`src/rtl/ppec_pkg.sv`:
```
package ppec_pkg;

    // ****************************************************************
    // Register map
    // ****************************************************************
    localparam logic [31:0] OFS_CTRL   = 32'h0000_0000;
    localparam logic [31:0] OFS_CMD    = 32'h0000_0004;
    localparam logic [31:0] OFS_ADDRLO = 32'h0000_0008;
    localparam logic [31:0] OFS_ADDRHI = 32'h0000_000C;
    localparam logic [31:0] OFS_WDATA  = 32'h0000_0010;
    localparam logic [31:0] OFS_STATUS = 32'h0000_0014;
    localparam logic [31:0] OFS_FUSE   = 32'h0000_0018;
    localparam logic [31:0] OFS_LOCK   = 32'h0000_001C;

    // ****************************************************************
    // Field positions
    // ****************************************************************
    localparam int CTRL_OP_BIT      = 0;
    localparam int CTRL_ERASE_BIT   = 1;
    localparam int STAT_MODE_BIT    = 0;
    localparam int STAT_BUSY_BIT    = 1;
    localparam int STAT_LOCKED_BIT  = 2;
    localparam int STAT_RBYTE_LSB   = 8;
    localparam int FUSE_CKSEL_LSB   = 0;
    localparam int FUSE_RSTDIS_BIT  = 4;
    localparam int FUSE_PRESERVE_BIT = 5;

    // ****************************************************************
    // Reset values and codes
    // ****************************************************************
    localparam logic [7:0] FUSE_RST       = 8'h31;
    localparam logic [7:0] LOCK_ERASED    = 8'hFF;
    localparam logic [3:0] ENTRY_CODE     = 4'h0;
    localparam logic [1:0] RESP_OKAY      = 2'h0;
    localparam logic [1:0] RESP_SLVERR    = 2'h2;

    // ****************************************************************
    // Erase sweep lengths
    // ****************************************************************
    localparam int FLASH_WORDS  = 4096;
    localparam int EEPROM_BYTES = 512;

    typedef enum logic [1:0] {
        ERASE_IDLE,
        ERASE_FLASH,
        ERASE_EEPROM,
        ERASE_LOCKS
    } ppec_erase_e;

    typedef struct packed {
        logic        awready;
        logic        wready;
        logic        aw_held;
        logic        w_held;
        logic [31:0] awaddr;
        logic [31:0] wdata;
        logic [3:0]  wstrb;
        logic        bvalid;
        logic [1:0]  bresp;
        logic        arready;
        logic        rvalid;
        logic [1:0]  rresp;
        logic [31:0] rdata;
        logic [7:0]  cmd;
        logic [7:0]  addr_lo;
        logic [7:0]  addr_hi;
        logic [7:0]  wbyte;
        logic [7:0]  rbyte;
        logic [7:0]  fuse;
        logic [7:0]  lock;
        logic        prog_mode;
        logic        op_strobe;
        logic        erase_busy;
        logic        fstart;
        logic        estart;
        logic        abort;
        ppec_erase_e est;
    } ppec_top_s;

endpackage

```
`src/rtl/ppec_sweep_if.sv`:
```
`timescale 1ns/10ps
interface ppec_sweep_if;
    logic        start;
    logic        abort;
    logic        busy;
    logic        done;
    logic        strobe;
    logic [11:0] addr;

    modport sweeper (input start, input abort, output busy, output done, output strobe,
                     output addr);
    modport ctrl    (output start, output abort, input busy, input done, input strobe,
                     input addr);
endinterface

```
`src/rtl/ppec_sweep.sv`:
```
`timescale 1ns/10ps
module ppec_sweep #(
    parameter int COUNT = 16
) (
    input wire logic     aclk,
    input wire logic     aresetn,
    ppec_sweep_if.sweeper sw
);

    typedef struct packed {
        logic        busy;
        logic        done;
        logic        strobe;
        logic [11:0] addr;
    } ppec_sweep_s;

    ppec_sweep_s s;
    ppec_sweep_s next_s;

    // Steps one erase strobe per cycle over addresses 0 to COUNT-1.
    always_comb begin
        next_s      = s;
        next_s.done = 1'b0;
        if (sw.abort) begin
            next_s.busy   = 1'b0;
            next_s.strobe = 1'b0;
        end else if (sw.start && !s.busy) begin
            next_s.busy   = 1'b1;
            next_s.strobe = 1'b1;
            next_s.addr   = 12'h000;
        end else if (s.busy) begin
            if (s.addr == 12'(COUNT - 1)) begin
                next_s.busy   = 1'b0;
                next_s.strobe = 1'b0;
                next_s.done   = 1'b1;
            end else begin
                next_s.addr = s.addr + 12'h001;
            end
        end
    end

    always_ff @(posedge aclk) begin
        if (!aresetn) begin
            s <= '0;
        end else begin
            s <= next_s;
        end
    end

    assign sw.busy   = s.busy;
    assign sw.done   = s.done;
    assign sw.strobe = s.strobe;
    assign sw.addr   = s.addr;

endmodule

```
`src/rtl/ppec_ctrl.sv`:
```
`timescale 1ns/10ps
module ppec_ctrl (
    input  wire logic        aclk,
    input  wire logic        aresetn,
    input  wire logic [31:0] s_axi_awaddr,
    input  wire logic        s_axi_awvalid,
    output logic             s_axi_awready,
    input  wire logic [31:0] s_axi_wdata,
    input  wire logic [3:0]  s_axi_wstrb,
    input  wire logic        s_axi_wvalid,
    output logic             s_axi_wready,
    output logic [1:0]       s_axi_bresp,
    output logic             s_axi_bvalid,
    input  wire logic        s_axi_bready,
    input  wire logic [31:0] s_axi_araddr,
    input  wire logic        s_axi_arvalid,
    output logic             s_axi_arready,
    output logic [31:0]      s_axi_rdata,
    output logic [1:0]       s_axi_rresp,
    output logic             s_axi_rvalid,
    input  wire logic        s_axi_rready,
    input  wire logic        vcc_ok,
    input  wire logic        reset_pin_n,
    input  wire logic        hv_on_reset,
    input  wire logic [3:0]  prog_enable,
    input  wire logic [7:0]  mem_rdata,
    output logic             prog_mode,
    output logic             op_strobe,
    output logic [7:0]       mem_cmd,
    output logic [15:0]      mem_addr,
    output logic [7:0]       mem_wdata,
    output logic             flash_erase_strobe,
    output logic [11:0]      flash_erase_addr,
    output logic             eeprom_erase_strobe,
    output logic [11:0]      eeprom_erase_addr,
    output logic             erase_busy,
    output logic [3:0]       clock_source_select,
    output logic             reset_pin_disable_fuse,
    output logic             eeprom_preserve_fuse,
    output logic [7:0]       lock_bits
);

    ppec_pkg::ppec_top_s s;
    ppec_pkg::ppec_top_s next_s;

    ppec_sweep_if flash_if ();
    ppec_sweep_if eeprom_if ();

    // ****************************************************************
    // Erase sweepers
    // ****************************************************************
    ppec_sweep #(.COUNT(ppec_pkg::FLASH_WORDS)) u_flash (
        .aclk    (aclk),
        .aresetn (aresetn),
        .sw      (flash_if.sweeper)
    );

    ppec_sweep #(.COUNT(ppec_pkg::EEPROM_BYTES)) u_eeprom (
        .aclk    (aclk),
        .aresetn (aresetn),
        .sw      (eeprom_if.sweeper)
    );

    assign flash_if.start  = s.fstart;
    assign flash_if.abort  = s.abort;
    assign eeprom_if.start = s.estart;
    assign eeprom_if.abort = s.abort;

    // ****************************************************************
    // Next state
    // ****************************************************************
    logic       exit_cond;
    logic       entry_cond;
    logic       wr_fire;
    logic       wr_ok;
    logic       locked;
    logic [7:0] wb;

    always_comb begin
        next_s     = s;
        exit_cond  = !vcc_ok || !reset_pin_n;
        entry_cond = vcc_ok && reset_pin_n && hv_on_reset && (prog_enable == ppec_pkg::ENTRY_CODE);
        locked     = (s.lock != ppec_pkg::LOCK_ERASED);
        wr_fire    = s.aw_held && s.w_held && !s.bvalid;
        wr_ok      = s.prog_mode && !s.erase_busy && s.wstrb[0];
        wb         = s.wdata[7:0];
        next_s.op_strobe = 1'b0;
        next_s.fstart    = 1'b0;
        next_s.estart    = 1'b0;
        next_s.abort     = 1'b0;

        // Programming mode entry and exit.
        if (exit_cond) begin
            next_s.prog_mode = 1'b0;
            next_s.abort     = 1'b1;
            next_s.est       = ppec_pkg::ERASE_IDLE;
        end else if (entry_cond) begin
            next_s.prog_mode = 1'b1;
        end

        // Write channel capture.
        if (s_axi_awvalid && s.awready) begin
            next_s.aw_held = 1'b1;
            next_s.awaddr  = s_axi_awaddr;
        end
        if (s_axi_wvalid && s.wready) begin
            next_s.w_held = 1'b1;
            next_s.wdata  = s_axi_wdata;
            next_s.wstrb  = s_axi_wstrb;
        end

        // Register write; command and address bytes persist until rewritten.
        if (wr_fire) begin
            next_s.aw_held = 1'b0;
            next_s.w_held  = 1'b0;
            next_s.bvalid  = 1'b1;
            next_s.bresp   = ppec_pkg::RESP_OKAY;
            unique case (s.awaddr)
                ppec_pkg::OFS_CTRL: begin
                    if (wr_ok && wb[ppec_pkg::CTRL_OP_BIT]) begin
                        next_s.op_strobe = 1'b1;
                    end
                    if (wr_ok && wb[ppec_pkg::CTRL_ERASE_BIT] && !exit_cond) begin
                        next_s.erase_busy = 1'b1;
                        next_s.fstart     = 1'b1;
                        next_s.est        = ppec_pkg::ERASE_FLASH;
                    end
                end
                ppec_pkg::OFS_CMD:    if (wr_ok) next_s.cmd     = wb;
                ppec_pkg::OFS_ADDRLO: if (wr_ok) next_s.addr_lo = wb;
                ppec_pkg::OFS_ADDRHI: if (wr_ok) next_s.addr_hi = wb;
                ppec_pkg::OFS_WDATA:  if (wr_ok) next_s.wbyte   = wb;
                ppec_pkg::OFS_FUSE:   if (wr_ok && !locked) next_s.fuse = wb;
                ppec_pkg::OFS_LOCK:   if (wr_ok) next_s.lock = s.lock & wb;
                ppec_pkg::OFS_STATUS: begin
                end
                default: next_s.bresp = ppec_pkg::RESP_SLVERR;
            endcase
        end
        if (s.bvalid && s_axi_bready) begin
            next_s.bvalid = 1'b0;
        end

        // Read byte captured on the clock edge that ends an operation strobe.
        if (s.op_strobe) begin
            next_s.rbyte = mem_rdata;
        end

        // Chip erase sequence; fuse byte is never touched here.
        if (!exit_cond) begin
            unique case (s.est)
                ppec_pkg::ERASE_IDLE: begin
                end
                ppec_pkg::ERASE_FLASH: begin
                    if (flash_if.done) begin
                        if (!s.fuse[ppec_pkg::FUSE_PRESERVE_BIT]) begin
                            next_s.est = ppec_pkg::ERASE_LOCKS;
                        end else begin
                            next_s.estart = 1'b1;
                            next_s.est    = ppec_pkg::ERASE_EEPROM;
                        end
                    end
                end
                ppec_pkg::ERASE_EEPROM: begin
                    if (eeprom_if.done) begin
                        next_s.est = ppec_pkg::ERASE_LOCKS;
                    end
                end
                ppec_pkg::ERASE_LOCKS: begin
                    next_s.lock       = ppec_pkg::LOCK_ERASED;
                    next_s.erase_busy = 1'b0;
                    next_s.est        = ppec_pkg::ERASE_IDLE;
                end
            endcase
        end else begin
            next_s.erase_busy = 1'b0;
        end

        // Read channel.
        if (s_axi_arvalid && s.arready) begin
            next_s.rvalid = 1'b1;
            next_s.rresp  = ppec_pkg::RESP_OKAY;
            next_s.rdata  = 32'h0000_0000;
            unique case (s_axi_araddr)
                ppec_pkg::OFS_CTRL:   next_s.rdata[7:0] = 8'h00;
                ppec_pkg::OFS_CMD:    next_s.rdata[7:0] = s.cmd;
                ppec_pkg::OFS_ADDRLO: next_s.rdata[7:0] = s.addr_lo;
                ppec_pkg::OFS_ADDRHI: next_s.rdata[7:0] = s.addr_hi;
                ppec_pkg::OFS_WDATA:  next_s.rdata[7:0] = s.wbyte;
                ppec_pkg::OFS_FUSE:   next_s.rdata[7:0] = s.fuse;
                ppec_pkg::OFS_LOCK:   next_s.rdata[7:0] = s.lock;
                ppec_pkg::OFS_STATUS: begin
                    next_s.rdata[ppec_pkg::STAT_MODE_BIT]   = s.prog_mode;
                    next_s.rdata[ppec_pkg::STAT_BUSY_BIT]   = s.erase_busy;
                    next_s.rdata[ppec_pkg::STAT_LOCKED_BIT] = locked;
                    next_s.rdata[ppec_pkg::STAT_RBYTE_LSB +: 8] = s.rbyte;
                end
                default: next_s.rresp = ppec_pkg::RESP_SLVERR;
            endcase
        end else if (s.rvalid && s_axi_rready) begin
            next_s.rvalid = 1'b0;
        end

        next_s.awready = !next_s.aw_held;
        next_s.wready  = !next_s.w_held;
        next_s.arready = !next_s.rvalid;
    end

    always_ff @(posedge aclk) begin
        if (!aresetn) begin
            s      <= '0;
            s.fuse <= ppec_pkg::FUSE_RST;
            s.lock <= ppec_pkg::LOCK_ERASED;
            s.est  <= ppec_pkg::ERASE_IDLE;
        end else begin
            s <= next_s;
        end
    end

    // ****************************************************************
    // Outputs
    // ****************************************************************
    assign s_axi_awready          = s.awready;
    assign s_axi_wready           = s.wready;
    assign s_axi_bresp            = s.bresp;
    assign s_axi_bvalid           = s.bvalid;
    assign s_axi_arready          = s.arready;
    assign s_axi_rdata            = s.rdata;
    assign s_axi_rresp            = s.rresp;
    assign s_axi_rvalid           = s.rvalid;
    assign prog_mode              = s.prog_mode;
    assign op_strobe              = s.op_strobe;
    assign mem_cmd                = s.cmd;
    assign mem_addr               = {s.addr_hi, s.addr_lo};
    assign mem_wdata              = s.wbyte;
    assign flash_erase_strobe     = flash_if.strobe;
    assign flash_erase_addr       = flash_if.addr;
    assign eeprom_erase_strobe    = eeprom_if.strobe;
    assign eeprom_erase_addr      = eeprom_if.addr;
    assign erase_busy             = s.erase_busy;
    assign clock_source_select    = s.fuse[ppec_pkg::FUSE_CKSEL_LSB +: 4];
    assign reset_pin_disable_fuse = s.fuse[ppec_pkg::FUSE_RSTDIS_BIT];
    assign eeprom_preserve_fuse   = s.fuse[ppec_pkg::FUSE_PRESERVE_BIT];
    assign lock_bits              = s.lock;

endmodule

```
`config.mk`:
```
export PLATFORM = sky130hd
export DESIGN_NAME = ppec_ctrl
export DESIGN_NICKNAME = d
export VERILOG_FILES = /design/src/rtl/ppec_pkg.sv /design/src/rtl/ppec_sweep_if.sv /design/src/rtl/ppec_sweep.sv /design/src/rtl/ppec_ctrl.sv
export SDC_FILE = /design/constraint.sdc
export NUM_CORES = 1
export LEC_CHECK = 0
export BUFFER_PORTS_ARGS = -buffer_cell sky130_fd_sc_hd__buf_4
export CAP_MARGIN = 20
export CORE_MARGIN = 3
export CORE_UTILIZATION = 35
export DETAILED_ROUTE_END_ITERATION = 12
export GPL_TIMING_DRIVEN = 0
export HOLD_SLACK_MARGIN = 0.03
export PLACE_DENSITY = 0.71
export REMOVE_ABC_BUFFERS = 1
export SLEW_MARGIN = 20
export SYNTH_ARGS = -nofsm -noshare
export SYNTH_HDL_FRONTEND = slang
export SYNTH_HIERARCHICAL = 1
export SYNTH_SLANG_ARGS = --single-unit
```
`constraint.sdc`:
```
create_clock -name aclk -period 1.7 [get_ports aclk]
set_input_delay 0.17 -clock aclk [delete_from_list [all_inputs] [get_ports aclk]]
set_output_delay 0.17 -clock aclk [all_outputs]
set_load 0.02 [all_outputs]
```
==> After elaboration in Yosys (flattened, before gate mapping) <==
Cells that the tools add are included.
{ "op_classes": {"addsub": 2, "bitwise_logic": 7, "n_reduce_logical": 57, "n_eq_ne": 22, "muxes": 37} }
{ "op_table": {"columns": ["cell", "n"], "rows": [
  ["equality test 32 x 5 -> 1 bit (second input constant)", 8],
  ["equality test 32 x 4 -> 1 bit (second input constant)", 4],
  ["equality test 32 x 3 -> 1 bit (second input constant)", 2],
  ["logical NOT 32 bit", 2],
  ["two-way mux 8 bit", 6],
  ["two-way mux 15 bit", 2],
  ["case mux 5 bit (6 select lines)", 1],
  ["AND reduction 3 bit", 9],
  ["two-way mux 13 bit", 2],
  ["adder 12 x 1 -> 12 bit (second input constant)", 2],
  ["two-way mux 12 bit", 2],
  ["case mux 3 bit (7 select lines)", 1],
  ["logical AND 1 bit", 18],
  ["two-way mux 2 bit", 9],
  ["OR reduction 8 bit", 2],
  ["equality test 12 bit (second input constant)", 1],
  ["equality test 12 x 9 -> 1 bit (second input constant)", 1],
  ["OR reduction 4 bit", 3],
  ["logical NOT 1 bit", 11],
  ["two-way mux 1 bit", 10],
  ["two-way mux 3 bit", 3],
  ["bitwise AND 8 bit", 1],
  ["!= test 8 bit (second input constant)", 1],
  ["nonzero test 2 bit", 4],
  ["10 further kinds", 20]
]} }
{ "word_totals": {"output_inout_bits": 116, "inputBits": 122, "reg_bits": 162} }

==> Longest topological paths before layout <==
Gate-level depths: netlist of run 1.
{ "logic_depth": {"word_depth": 11, "ltp_mapped": 6, "ltp_nobuf": 5} }

==> Cells and area by module <==
Netlist of run 1, hierarchy kept.
{ "modules_own_cells": {"columns": ["mod", "seq_area_each_um2", "area_per_inst_um2", "cells_each", "instances"], "rows": [
  ["ppec_ctrl", 2602.5, 6167.2, 701, 1],
  ["ppec_sweep at u_eeprom", 300.3, 840.8, 98, 1],
  ["ppec_sweep at u_flash", 300.3, 815.8, 93, 1]
]} }

==> Worst setup path after synthesis of run 1 <==
No wires, ideal clock.
{ "synth_path": {"path_kind": "reg-to-reg", "start": "register s, in the netlist s_axi_bvalid", "end": "register s, in the netlist lock_bits[0]", "stages_incl_launch_ff": 7, "arrival_ns": 1.825, "n_path_buf": 2, "setup_slack_ns": -0.242, "path_cell_list": "dfxtp_1 and3b_1 clkbuf_1 nand2_2 or4_1 buf_2 o22a_1"} }
{ "synth_between": {"elab_chain_len": 5} }
{ "synth_lines": {"columns": ["element", "line_no", "rtl"], "rows": [
  ["start: declaration", "ppec_ctrl.sv:43", "ppec_pkg::ppec_top_s s;"],
  ["start signal: assignment", "ppec_ctrl.sv:216", "s <= next_s;"],
  ["logical NOT 1 bit (*)", "ppec_ctrl.sv:84", "wr_fire = s.aw_held && s.w_held && !s.bvalid;"],
  ["logical AND 1 bit (*)", "ppec_ctrl.sv:84", null],
  ["two-way mux 8 bit (*)", "ppec_ctrl.sv:113", "if (wr_fire) begin"],
  ["two-way mux 8 bit", "ppec_ctrl.sv:151", "unique case (s.est)"],
  ["two-way mux 8 bit (*)", "ppec_ctrl.sv:150", "if (!exit_cond) begin"]
]} }
Mark *: on every way between the ends. The rest lies on a longest branch, timed or not.
A chain may end at the register's enable or synchronous reset.

==> Worst setup path in the final report of run 1 <==
{ "layout_path": {"start": "register s[152] (netlist name)", "end": "register s, in the netlist mem_addr[10]"} }
{ "layout_between": {"elab_chain_len": 2} }
{ "layout_lines": {"columns": ["element", "line_no", "rtl"], "rows": [
  ["equality test 32 x 4 -> 1 bit", "ppec_ctrl.sv:118", "unique case (s.awaddr)"],
  ["AND reduction 3 bit (no source line)", null, null]
]} }
Every way passes these cells.

==> results of run 1 <==
## worst max path at each step
stage                     endpoint  slack (ns)            start
global route          mem_addr[10]       -0.27           s[152]
CTS                   mem_addr[10]       -0.14           s[163]
floorplan           s_axi_rdata[2]       -0.28  s_axi_araddr[5]
global placement    s_axi_rdata[2]       -1.14  s_axi_araddr[4]
detailed placement  s_axi_rdata[2]       -0.62  s_axi_araddr[4]
finish                mem_addr[10]       -0.17           s[152]
## logic make-up after synthesis
logic type	after synthesis
other cells	1
mux	56
flops	160
simple gates	367
buf+inv	142
fa+ha+maj	2
compound gates	164
## power by group
group | switching (mW) | internal [mW] | leakage, nW
clock network | 1.66 | 1.89 | 0.251
logic | 0.498 | 0.471 | 2.44
registers | 0.0647 | 3.81 | 1.31
## timing repair
| action | in CTS | in global routing |
|---|---|---|
| pin swaps | 28 | 14 |
| endpoints found under the hold margin | 52 | 0 |
| buffers inserted | 22 | 8 |
| gates resized for setup | 28 | 25 |
| hold buffers | 53 | 0 |
| endpoints found under the setup margin | 94 | 77 |
## metrics by stage
stage	TNS (ns)	total power, mW	hold slack [ns]	utilization [%]
final	-5.76	8.39	0.0718	47.5
after global routing	-11.07	8.72	0.0714	47.5
after CTS	-4.86	8.43	0.0490	46.8
after detailed placement	-38.12	4.67	0.387	40.6
after global placement	-58.71	4.66	0.385	40.6
after floorplan	-9.25	4.32	0.262	-
## registers in the layout (all words and copies together) (netlist names), 4 cells and up
| name | cells |
|---|---|
| mem_wdata | 8 |
| s_axi_rdata | 16 |
| mem_addr | 16 |
| clock_source_select | 4 |
| u_eeprom/sw.addr | 12 |
| u_flash/sw.addr | 12 |
| mem_cmd | 8 |
| lock_bits | 8 |
| s | 55 |
## cell type report
class	count	area, sq um
Fill cell	2101	11500
Multi-Input combinational cell	607	3920
Sequential cell	160	3240
Timing Repair Buffer	275	2290
Clock buffer	18	429
Clock inverter	14	108
Inverter	13	51.3
Tap cell	280	350
## tightest hold or removal path: stages
cell	delay (ns)
buf_4	0.11
inv_1	0.04
a21oi_1	0.05
nor2_1	0.07
## per-layer routing
| layer | wire length [um] | track usage (%) | part of all wire (%) |
|---|---|---|---|
| met2 | 11100 | 29.3 | 49 |
| met5 | 0 | 0 | 0 |
| met3 | 1170 | 3.67 | 5.1 |
| met1 | 10200 | 23.5 | 45 |
| met4 | 361 | 5.46 | 1.6 |
## synthesized netlist by cell type, types with 3 or more instances
cell type	number	area share, %
a211oi_1	6	0.58
a21oi_1	76	4.9
a221oi_1	8	0.90
a22o_1	3	0.34
a31oi_1	4	0.32
and2_1	5	0.40
and3_1	5	0.40
and3b_1	3	0.34
and4_1	4	0.45
buf_1	6	0.29
buf_2	4	0.26
buf_4	81	7.8
clkbuf_1	37	1.8
dfxtp_1	160	41
inv_1	12	0.58
mux2_2	3	0.43
mux2i_1	52	6.7
nand2_1	161	7.7
nand2b_1	10	0.80
nand3_1	26	1.7
nand3b_1	12	1.2
nand4_1	19	1.5
nand4_4	3	0.82
nor2_1	44	2.1
nor2b_1	3	0.24
nor3_1	11	0.70
nor3b_1	4	0.38
nor4_1	12	0.96
nor4_4	14	3.8
o21a_1	4	0.38
o21ai_0	11	0.70
o21ai_1	7	0.45
o221a_1	4	0.58
o22a_1	8	0.90
o31ai_1	7	0.67
o41ai_1	3	0.34
or3_1	6	0.48
or4_1	10	0.96
==> impl_metrics.tcl, run 1 <==
set metrics [dict create \
    critical_path_depth 6 \
    dp_slack_ns -0.620 \
    initial_core_util_pct 35.7 \
    yosysSeqAreaShare_pct 40.9 \
    ys_types 71 \
    cpLargestDelayFamily "simple AND/OR/NAND/NOR gates" \
    layout.nets 1198 \
    synth-xor-area-share_pct 0 \
    grt_pass1_wl_um 35000 \
    violations "negative setup slack" \
    start_kind "flop" \
    cpPeakStageDelay_ns 0.35 \
    rows 54 \
    crit_buf_inv 2 \
    portBuffers 192 \
    drv_slew 0 \
    power.density_mw_per_mm2 807 \
    synth-compound-area-share_pct 13.8 \
    worstHoldPathCells 4 \
    synthAdderAreaFrac_pct 0.320 \
    worstHoldStart "s_axi_bready" \
    post-route-drc-count 0 \
    crit-reg2reg-launch "s[152]" \
    async_flop_share_pct 0 \
    numCtsBuffers 17 \
    post-route-period-util_pct 110 \
    worstMarginPinSlew_ns 0.999 \
    r2r-end "mem_addr[10]" \
    vias 7085 \
    hold_path_class "in -> reg" \
    synth_top_family_by_area "simple AND/OR/NAND/NOR gates" \
    critical-path-slowest-cell "nor4_4" \
    root_buffer "clkbuf_16" \
    fin_ws_ns -0.174 \
    cts.sinks 160 \
    grt_usage_pct 17.8 \
    synthSimpleGateAreaFrac_pct 26.6 \
    place_hpwl_um 15300 \
    final_common_cell "buf_4" \
    syn2layout_area_growth_pct 32.8 \
    r2r_cells 6 \
    globalplace.congestion 0.848 \
    grt_setup_unrepaired "yes" \
    ant_nets 0 \
    drv_cap 0 \
    dieArea_sq_mm 0.0242 \
    drt-wirelength-per-cell_um 16.7 \
    relSlewSlack_pct 33.2 \
    synth_edf_count 0 \
    placed_area_sq_mm 0.00889 \
    ys_warn_count 6 \
    max_freq_mhz 534 \
    die_y_um 156 \
    io_pins 238 \
    via_per_inst 5.18 \
    cts_tree "done" \
    postSynthAreaPerCell_sq_um 8.77 \
    clk_latency_ns 0.42 \
    clock_tree.buffer_depth 2 \
    overflow 0 \
    worstPathArrival_ns 2.21 \
    final_cells 1367 \
    grt_max_degree 90 \
    min_to "s_axi_bvalid" \
    r2r_setup_slack_ns -0.17 \
    clock_skew_ns 0.0127 \
    layout.cells.most_common_list "buf_4 (209), nand2_1 (160), dfxtp_1 (136)" \
    die_w_um 156 \
    ir_drop_uv 573 \
    clk_pin_slew_ns 0.07 \
    placed_cells 1252 \
    cp_max_fo 6 \
    endpoint_kind "flop" \
    htreeDepth 4 \
    totalWireLength_um 22800 \
    coreArea_sq_mm 0.0219 \
    netlist_area_sq_mm 0.00782 \
    diodes 0 \
    synth_flop_cell "dfxtp_1" \
    outcome "complete, but fails checks" \
    first_iter_violations 350 \
    fin_crit_ns 1.87 \
    postSynthCellCount 892 \
    setup_viol_count_final 52 \
    cp_cell_sequence "nor4_4 > nand4_4 > buf_8 > nor4_4 > buf_12 > mux2i_1" \
    worstSetupPathType "reg -> reg" \
    ys_ff_latch 160 \
    antenna_found_initial 0 \
    dr.pass1.iters 5 \
    worstPathRequired_ns 2.03 \
    grt_pass1_vias 6622 \
    finalHoldViolCount 0 \
    final_area_sq_mm 0.0104 \
    p_leak_nw 4.00 \
    synth.area.mux_share_pct 7.37 \
    path_common_cell "nor4_4" \
    drive_above_1_share_pct 30.0 \
]
Note: power is estimated with default switching activity, not from simulation.
==> run 2: changes to the inputs <==
--- a/config.mk
+++ b/config.mk
@@ -12,7 +12,7 @@
 export DETAILED_ROUTE_END_ITERATION = 12
 export GPL_TIMING_DRIVEN = 0
 export HOLD_SLACK_MARGIN = 0.03
-export PLACE_DENSITY = 0.71
+export PLACE_DENSITY = 0.69
 export REMOVE_ABC_BUFFERS = 1
 export SLEW_MARGIN = 20
 export SYNTH_ARGS = -nofsm -noshare
==> constraint.sdc (replaced) <==
create_clock -name aclk -period 1.9 [get_ports aclk]
set_input_delay 0.19 -clock aclk [delete_from_list [all_inputs] [get_ports aclk]]
set_output_delay 0.19 -clock aclk [all_outputs]
set_load 0.02 [all_outputs]
==> run 2 against run 1 <==
  * The run now ends clean
  * Sequential cell count unchanged
  * Global-route usage barely moved
  * Total power decreased by 4.0%
  * Register-to-register slack better by 0.24 ns
  * Combinational power is 19% lower
  * Die area unchanged
  * Utilization fell by 0.38 points
  * Worst setup slack improved by 0.24 ns
  * Critical path depth is 2 lower
  * Clock skew decreased by 0.0031 ns
  * Largest power group is now clock
==> impl_metrics.tcl, run 2 (same netlist as run 1, synthesis figures left out) <==
set metrics [dict create \
    internal-power_mw 6.04 \
    switching_share_pct 25.0 \
    finalPower_mw 8.05 \
    clk_pin_slew_ns 0.07 \
    post-route-drc-count 0 \
    numCtsBuffers 17 \
    syn2layout_area_growth_pct 31.8 \
    antenna_found_initial 0 \
    overflow 0 \
    first_iter_violations 365 \
    place_hpwl_um 15100 \
    totalWireLength_um 22500 \
    grt_usage_pct 17.8 \
    largest-register "s" \
    max_freq_mhz 546 \
    initial_core_util_pct 35.7 \
    worstMarginPinSlew_ns 1.10 \
    die_w_um 156 \
    p_switching_mw 2.01 \
    start_kind "flop" \
    setup_viol_count_final 0 \
    portBuffers 192 \
    via_per_inst 5.18 \
    ir_drop_uv 442 \
    power.density_mw_per_mm2 781 \
    worstPathArrival_ns 2.14 \
    cts_tree "done" \
    multi_input_area_sq_mm 0.00386 \
    p_seq_share_pct 43.0 \
    use_met1_pct 23.8 \
    p_leak_nw 3.99 \
    gr-usage-met3_pct 4.17 \
    post-route-period-util_pct 96.5 \
    clk_latency_ns 0.42 \
    clkPwrFrac_pct 47.2 \
    layout.nets 1186 \
    final_cells 1355 \
    final_area_sq_mm 0.0103 \
    final_common_cell "buf_4" \
    largest_register_ffs 55 \
    rows 54 \
    drt-wirelength-per-cell_um 16.6 \
    globalplace.congestion 0.848 \
    dieArea_sq_mm 0.0242 \
    use_met2_pct 28.5 \
    p_comb_share_pct 9.8 \
    clock_tree.buffer_depth 2 \
    die_y_um 156 \
    num-fill-cells 2123 \
    grt_pass1_wl_um 35000 \
    root_buffer "clkbuf_16" \
    relSlewSlack_pct 26.0 \
    io_pins 238 \
    cp_max_fo 8 \
    coreArea_sq_mm 0.0219 \
    drive_above_1_share_pct 26.5 \
    cts.sinks 160 \
    drv_slew 0 \
    ant_nets 0 \
    setup_tns_ns 0 \
    placed_area_sq_mm 0.00889 \
    grt_max_degree 90 \
    finalHoldViolCount 0 \
    placed_cells 1253 \
    worstPathRequired_ns 2.21 \
    grt_pass1_vias 6609 \
    clock_skew_ns 0.00963 \
    diodes 0 \
    layout.cells.most_common_list "buf_4 (202), nand2_1 (160), dfxtp_1 (157)" \
    grt-busiest-layer "met2" \
    endpoint_kind "flop" \
    htreeDepth 4 \
    regArea_sq_mm 0.00321 \
    worstSetupPathType "reg -> reg" \
    fin_crit_ns 1.83 \
    drv_cap 0 \
    vias 7021 \
    dr.pass1.iters 4 \
    grt_setup_unrepaired "yes" \
    outcome "finished clean" \
    hold_path_class "in -> reg" \
]
run 2: area by class of cell:
cell class | instances | share of cell area (%)
Tap cell | 280 | 3.40
Clock inverter | 14 | 2.11
Multi-Input combinational cell | 607 | 37.4
Inverter | 13 | 0.498
Timing Repair Buffer | 263 | 21.3
Sequential cell | 160 | 31.1
Clock buffer | 18 | 4.16
run 2: what timing repair did:
action                     4_1_cts  5_1_grt
cloned                           0        0
hold buffers                    52        0
setup endpoints to repair       73       50
setup buffers                   14        3
resized for setup                2        8
pin swaps                        9       10
hold endpoints to repair        51        0
run 2: power by group through the flow:
stage,clock network [mW],logic [mW],registers (mW)
after floorplan,0,0.329,3.54
after global placement,0,0.632,3.54
after detailed placement,0,0.639,3.54
after CTS,3.89,0.775,3.46
after global routing,4.02,0.851,3.47
final,3.80,0.789,3.47
run 2: worst paths after layout:
kind	end	from	cells past startpoint	slack, ns
worst max-delay path	lock_bits[4]	s[151]	4	0.07
worst min-delay path	s_axi_bvalid	s_axi_bready	4	0.08
worst max register to register	lock_bits[4]	s[151]	4	0.07
worst min register to register	s_axi_rdata[14]	s_axi_rdata[14]	2	0.45
run 2: per-stage QoR:
stage	utilization, %	worst slack (ns)	hold slack [ns]
after floorplan	-	-0.103	0.282
after global placement	40.6	-1.00	0.423
after detailed placement	40.6	-0.389	0.430
after CTS	46.8	0.0159	0.0599
after global routing	47.1	-0.0296	0.0690
final	47.1	0.0673	0.0848
run 2: per-layer routing:
metal	routed length, um	vias up	part of all wire (%)
met5	0	-	0
met4	369	0	1.6
met3	1330	23	5.9
met2	10800	220	48
met1	9970	3344	44
li1	-	3434	-
run 2: critical path, stage by stage, from the launching register on:
cell and delay (ns):
dfxtp_2 0.34, nor4_4 0.32, nand4_4 0.21, or4_4 0.64, o22a_1 0.21
==> run 3: changes to the inputs <==
--- a/config.mk
+++ b/config.mk
@@ -14,6 +14,7 @@
 export HOLD_SLACK_MARGIN = 0.03
 export PLACE_DENSITY = 0.69
 export REMOVE_ABC_BUFFERS = 1
+export SETUP_SLACK_MARGIN = 0.5
 export SLEW_MARGIN = 20
 export SYNTH_ARGS = -nofsm -noshare
 export SYNTH_HDL_FRONTEND = slang
==> run 3 against run 2 <==
  * Final area grew 11%
  * Via count grew 5.8%
  * Total power grew 1.1%
  * Non-clock buffer count grew 56
==> impl_metrics.tcl, run 3 (same netlist as run 1, synthesis figures left out) <==
set metrics [dict create \
    clock_skew_ns 0.00957 \
    totalWireLength_um 24800 \
    dieArea_sq_mm 0.0242 \
    setup_viol_count_final 0 \
    crit_buf_inv 2 \
    cts_tree "done" \
    clk_pin_slew_ns 0.07 \
    post-route-period-util_pct 97.0 \
    hold_path_class "in -> reg" \
    max_freq_mhz 543 \
    grt_usage_pct 18.8 \
    critical_path_depth 6 \
    drt-wirelength-per-cell_um 17.6 \
    numCtsBuffers 17 \
    vias 7427 \
    cpPeakStageDelay_ns 0.33 \
    num-fill-cells 1966 \
    worstSetupStartpoint "s[152]" \
    post-route-drc-count 0 \
    diodes 0 \
    power.density_mw_per_mm2 714 \
    r2r_cells 6 \
    ant_nets 0 \
    first_iter_violations 409 \
    fin_crit_ns 1.84 \
    grt_pass1_wl_um 37000 \
    die_y_um 156 \
    grt_max_degree 90 \
    critPathCapture "mem_addr[0]" \
    clock_tree.buffer_depth 2 \
    portBuffers 192 \
    place_hpwl_um 15100 \
    utilization_pct 52.1 \
    coreArea_sq_mm 0.0219 \
    finalHoldViolCount 0 \
    final_area_sq_mm 0.0114 \
    placed_area_sq_mm 0.00889 \
    clk_latency_ns 0.43 \
    crit-reg2reg-launch "s[152]" \
    start_kind "flop" \
    drv_slew 0 \
    dr.pass1.iters 5 \
    globalplace.congestion 0.848 \
    placed_cells 1253 \
    worstMarginPinSlew_ns 0.757 \
    cp_max_fo 8 \
    layout.nets 1243 \
    r2r_setup_slack_ns 0.06 \
    grt_pass1_vias 6948 \
    largest_register_ffs 55 \
    cp_cell_sequence "nor4_4 > nand4_4 > buf_12 > nor4_4 > buf_12 > mux2i_1" \
    worstPathRequired_ns 2.25 \
    dp_slack_ns -0.389 \
    antenna_found_initial 0 \
    final_cells 1412 \
    setup_tns_ns 0 \
    outcome "finished clean" \
    die_w_um 156 \
    cpLargestDelayFamily "simple AND/OR/NAND/NOR gates" \
    drv_cap 0 \
    syn2layout_area_growth_pct 45.8 \
    final_common_cell "buf_4" \
    rows 54 \
    grt_setup_unrepaired "yes" \
    drive_above_1_share_pct 39.0 \
    relSlewSlack_pct 49.5 \
    htreeDepth 4 \
    p_leak_nw 4.45 \
    worstSetupPathType "reg -> reg" \
    layout.cells.most_common_list "buf_4 (228), nand2_1 (157), dfxtp_1 (123)" \
    ir_drop_uv 442 \
    root_buffer "clkbuf_16" \
    initial_core_util_pct 35.7 \
    worstPathArrival_ns 2.19 \
    overflow 0 \
    critical-path-slowest-cell "dfxtp_2" \
    r2r-end "mem_addr[0]" \
    cts.sinks 160 \
    fin_ws_ns 0.0574 \
    via_per_inst 5.26 \
    endpoint_kind "flop" \
    io_pins 238 \
    largest-register "s" \
]
[run 3: timing repair]
| item | in CTS | in global routing |
|---|---|---|
| buffers inserted | 47 | 27 |
| hold buffers | 52 | 0 |
| cloned | 1 | 0 |
| pin swaps | 47 | 39 |
| resized for setup | 99 | 94 |
| endpoints found under the hold margin | 51 | 0 |
| setup endpoints to repair | 135 | 112 |
[run 3: metal layers]
metal	track usage (%)	share of wire, %	up-vias
met5	0	0	-
met4	5.71	2.0	0
met3	4.34	6.0	42
met2	31.5	49	259
met1	24.3	43	3588
li1	-	-	3538
[run 3: area by class of cell]
| class | instances | area (sq um) | area share (%) |
|---|---|---|---|
| tap | 280 | 350 | 3.07 |
| sequential | 160 | 3300 | 29.0 |
| timing repair buffer | 319 | 2740 | 24.0 |
| clock inverter | 14 | 218 | 1.91 |
| multi-input combinational | 608 | 4310 | 37.8 |
| inverter | 13 | 51.3 | 0.450 |
| clock buffer | 18 | 429 | 3.76 |
[run 3: worst min-delay path by stage]
stage | end | slack (ns) | start | depth (start not counted)
after floorplan | eeprom_if.abort | 0.28 | vcc_ok | 1
after global placement | eeprom_if.abort | 0.42 | vcc_ok | 2
after detailed placement | eeprom_if.abort | 0.43 | vcc_ok | 2
after CTS | prog_mode | 0.05 | hv_on_reset | 3
after global routing | prog_mode | 0.06 | hv_on_reset | 3
final | prog_mode | 0.07 | hv_on_reset | 3
[run 3: worst min-delay path, stage by stage]
cell,delay [ns]
buf_4,0.08
a31oi_1,0.11
nor2_1,0.08
[run 3: through the flow]
| stage | hold slack, ns | total power, mW |
|---|---|---|
| final | 0.0711 | 8.14 |
| after global routing | 0.0573 | 8.44 |
| after CTS | 0.0479 | 8.15 |
| after detailed placement | 0.430 | 4.18 |
| after global placement | 0.423 | 4.17 |
| after floorplan | 0.282 | 3.87 |
[run 3: power by group]
part,internal (mW),total (mW),switching [mW]
clock,2.26,3.80,1.54
combinational,0.441,0.901,0.460
sequential,3.38,3.44,0.0578
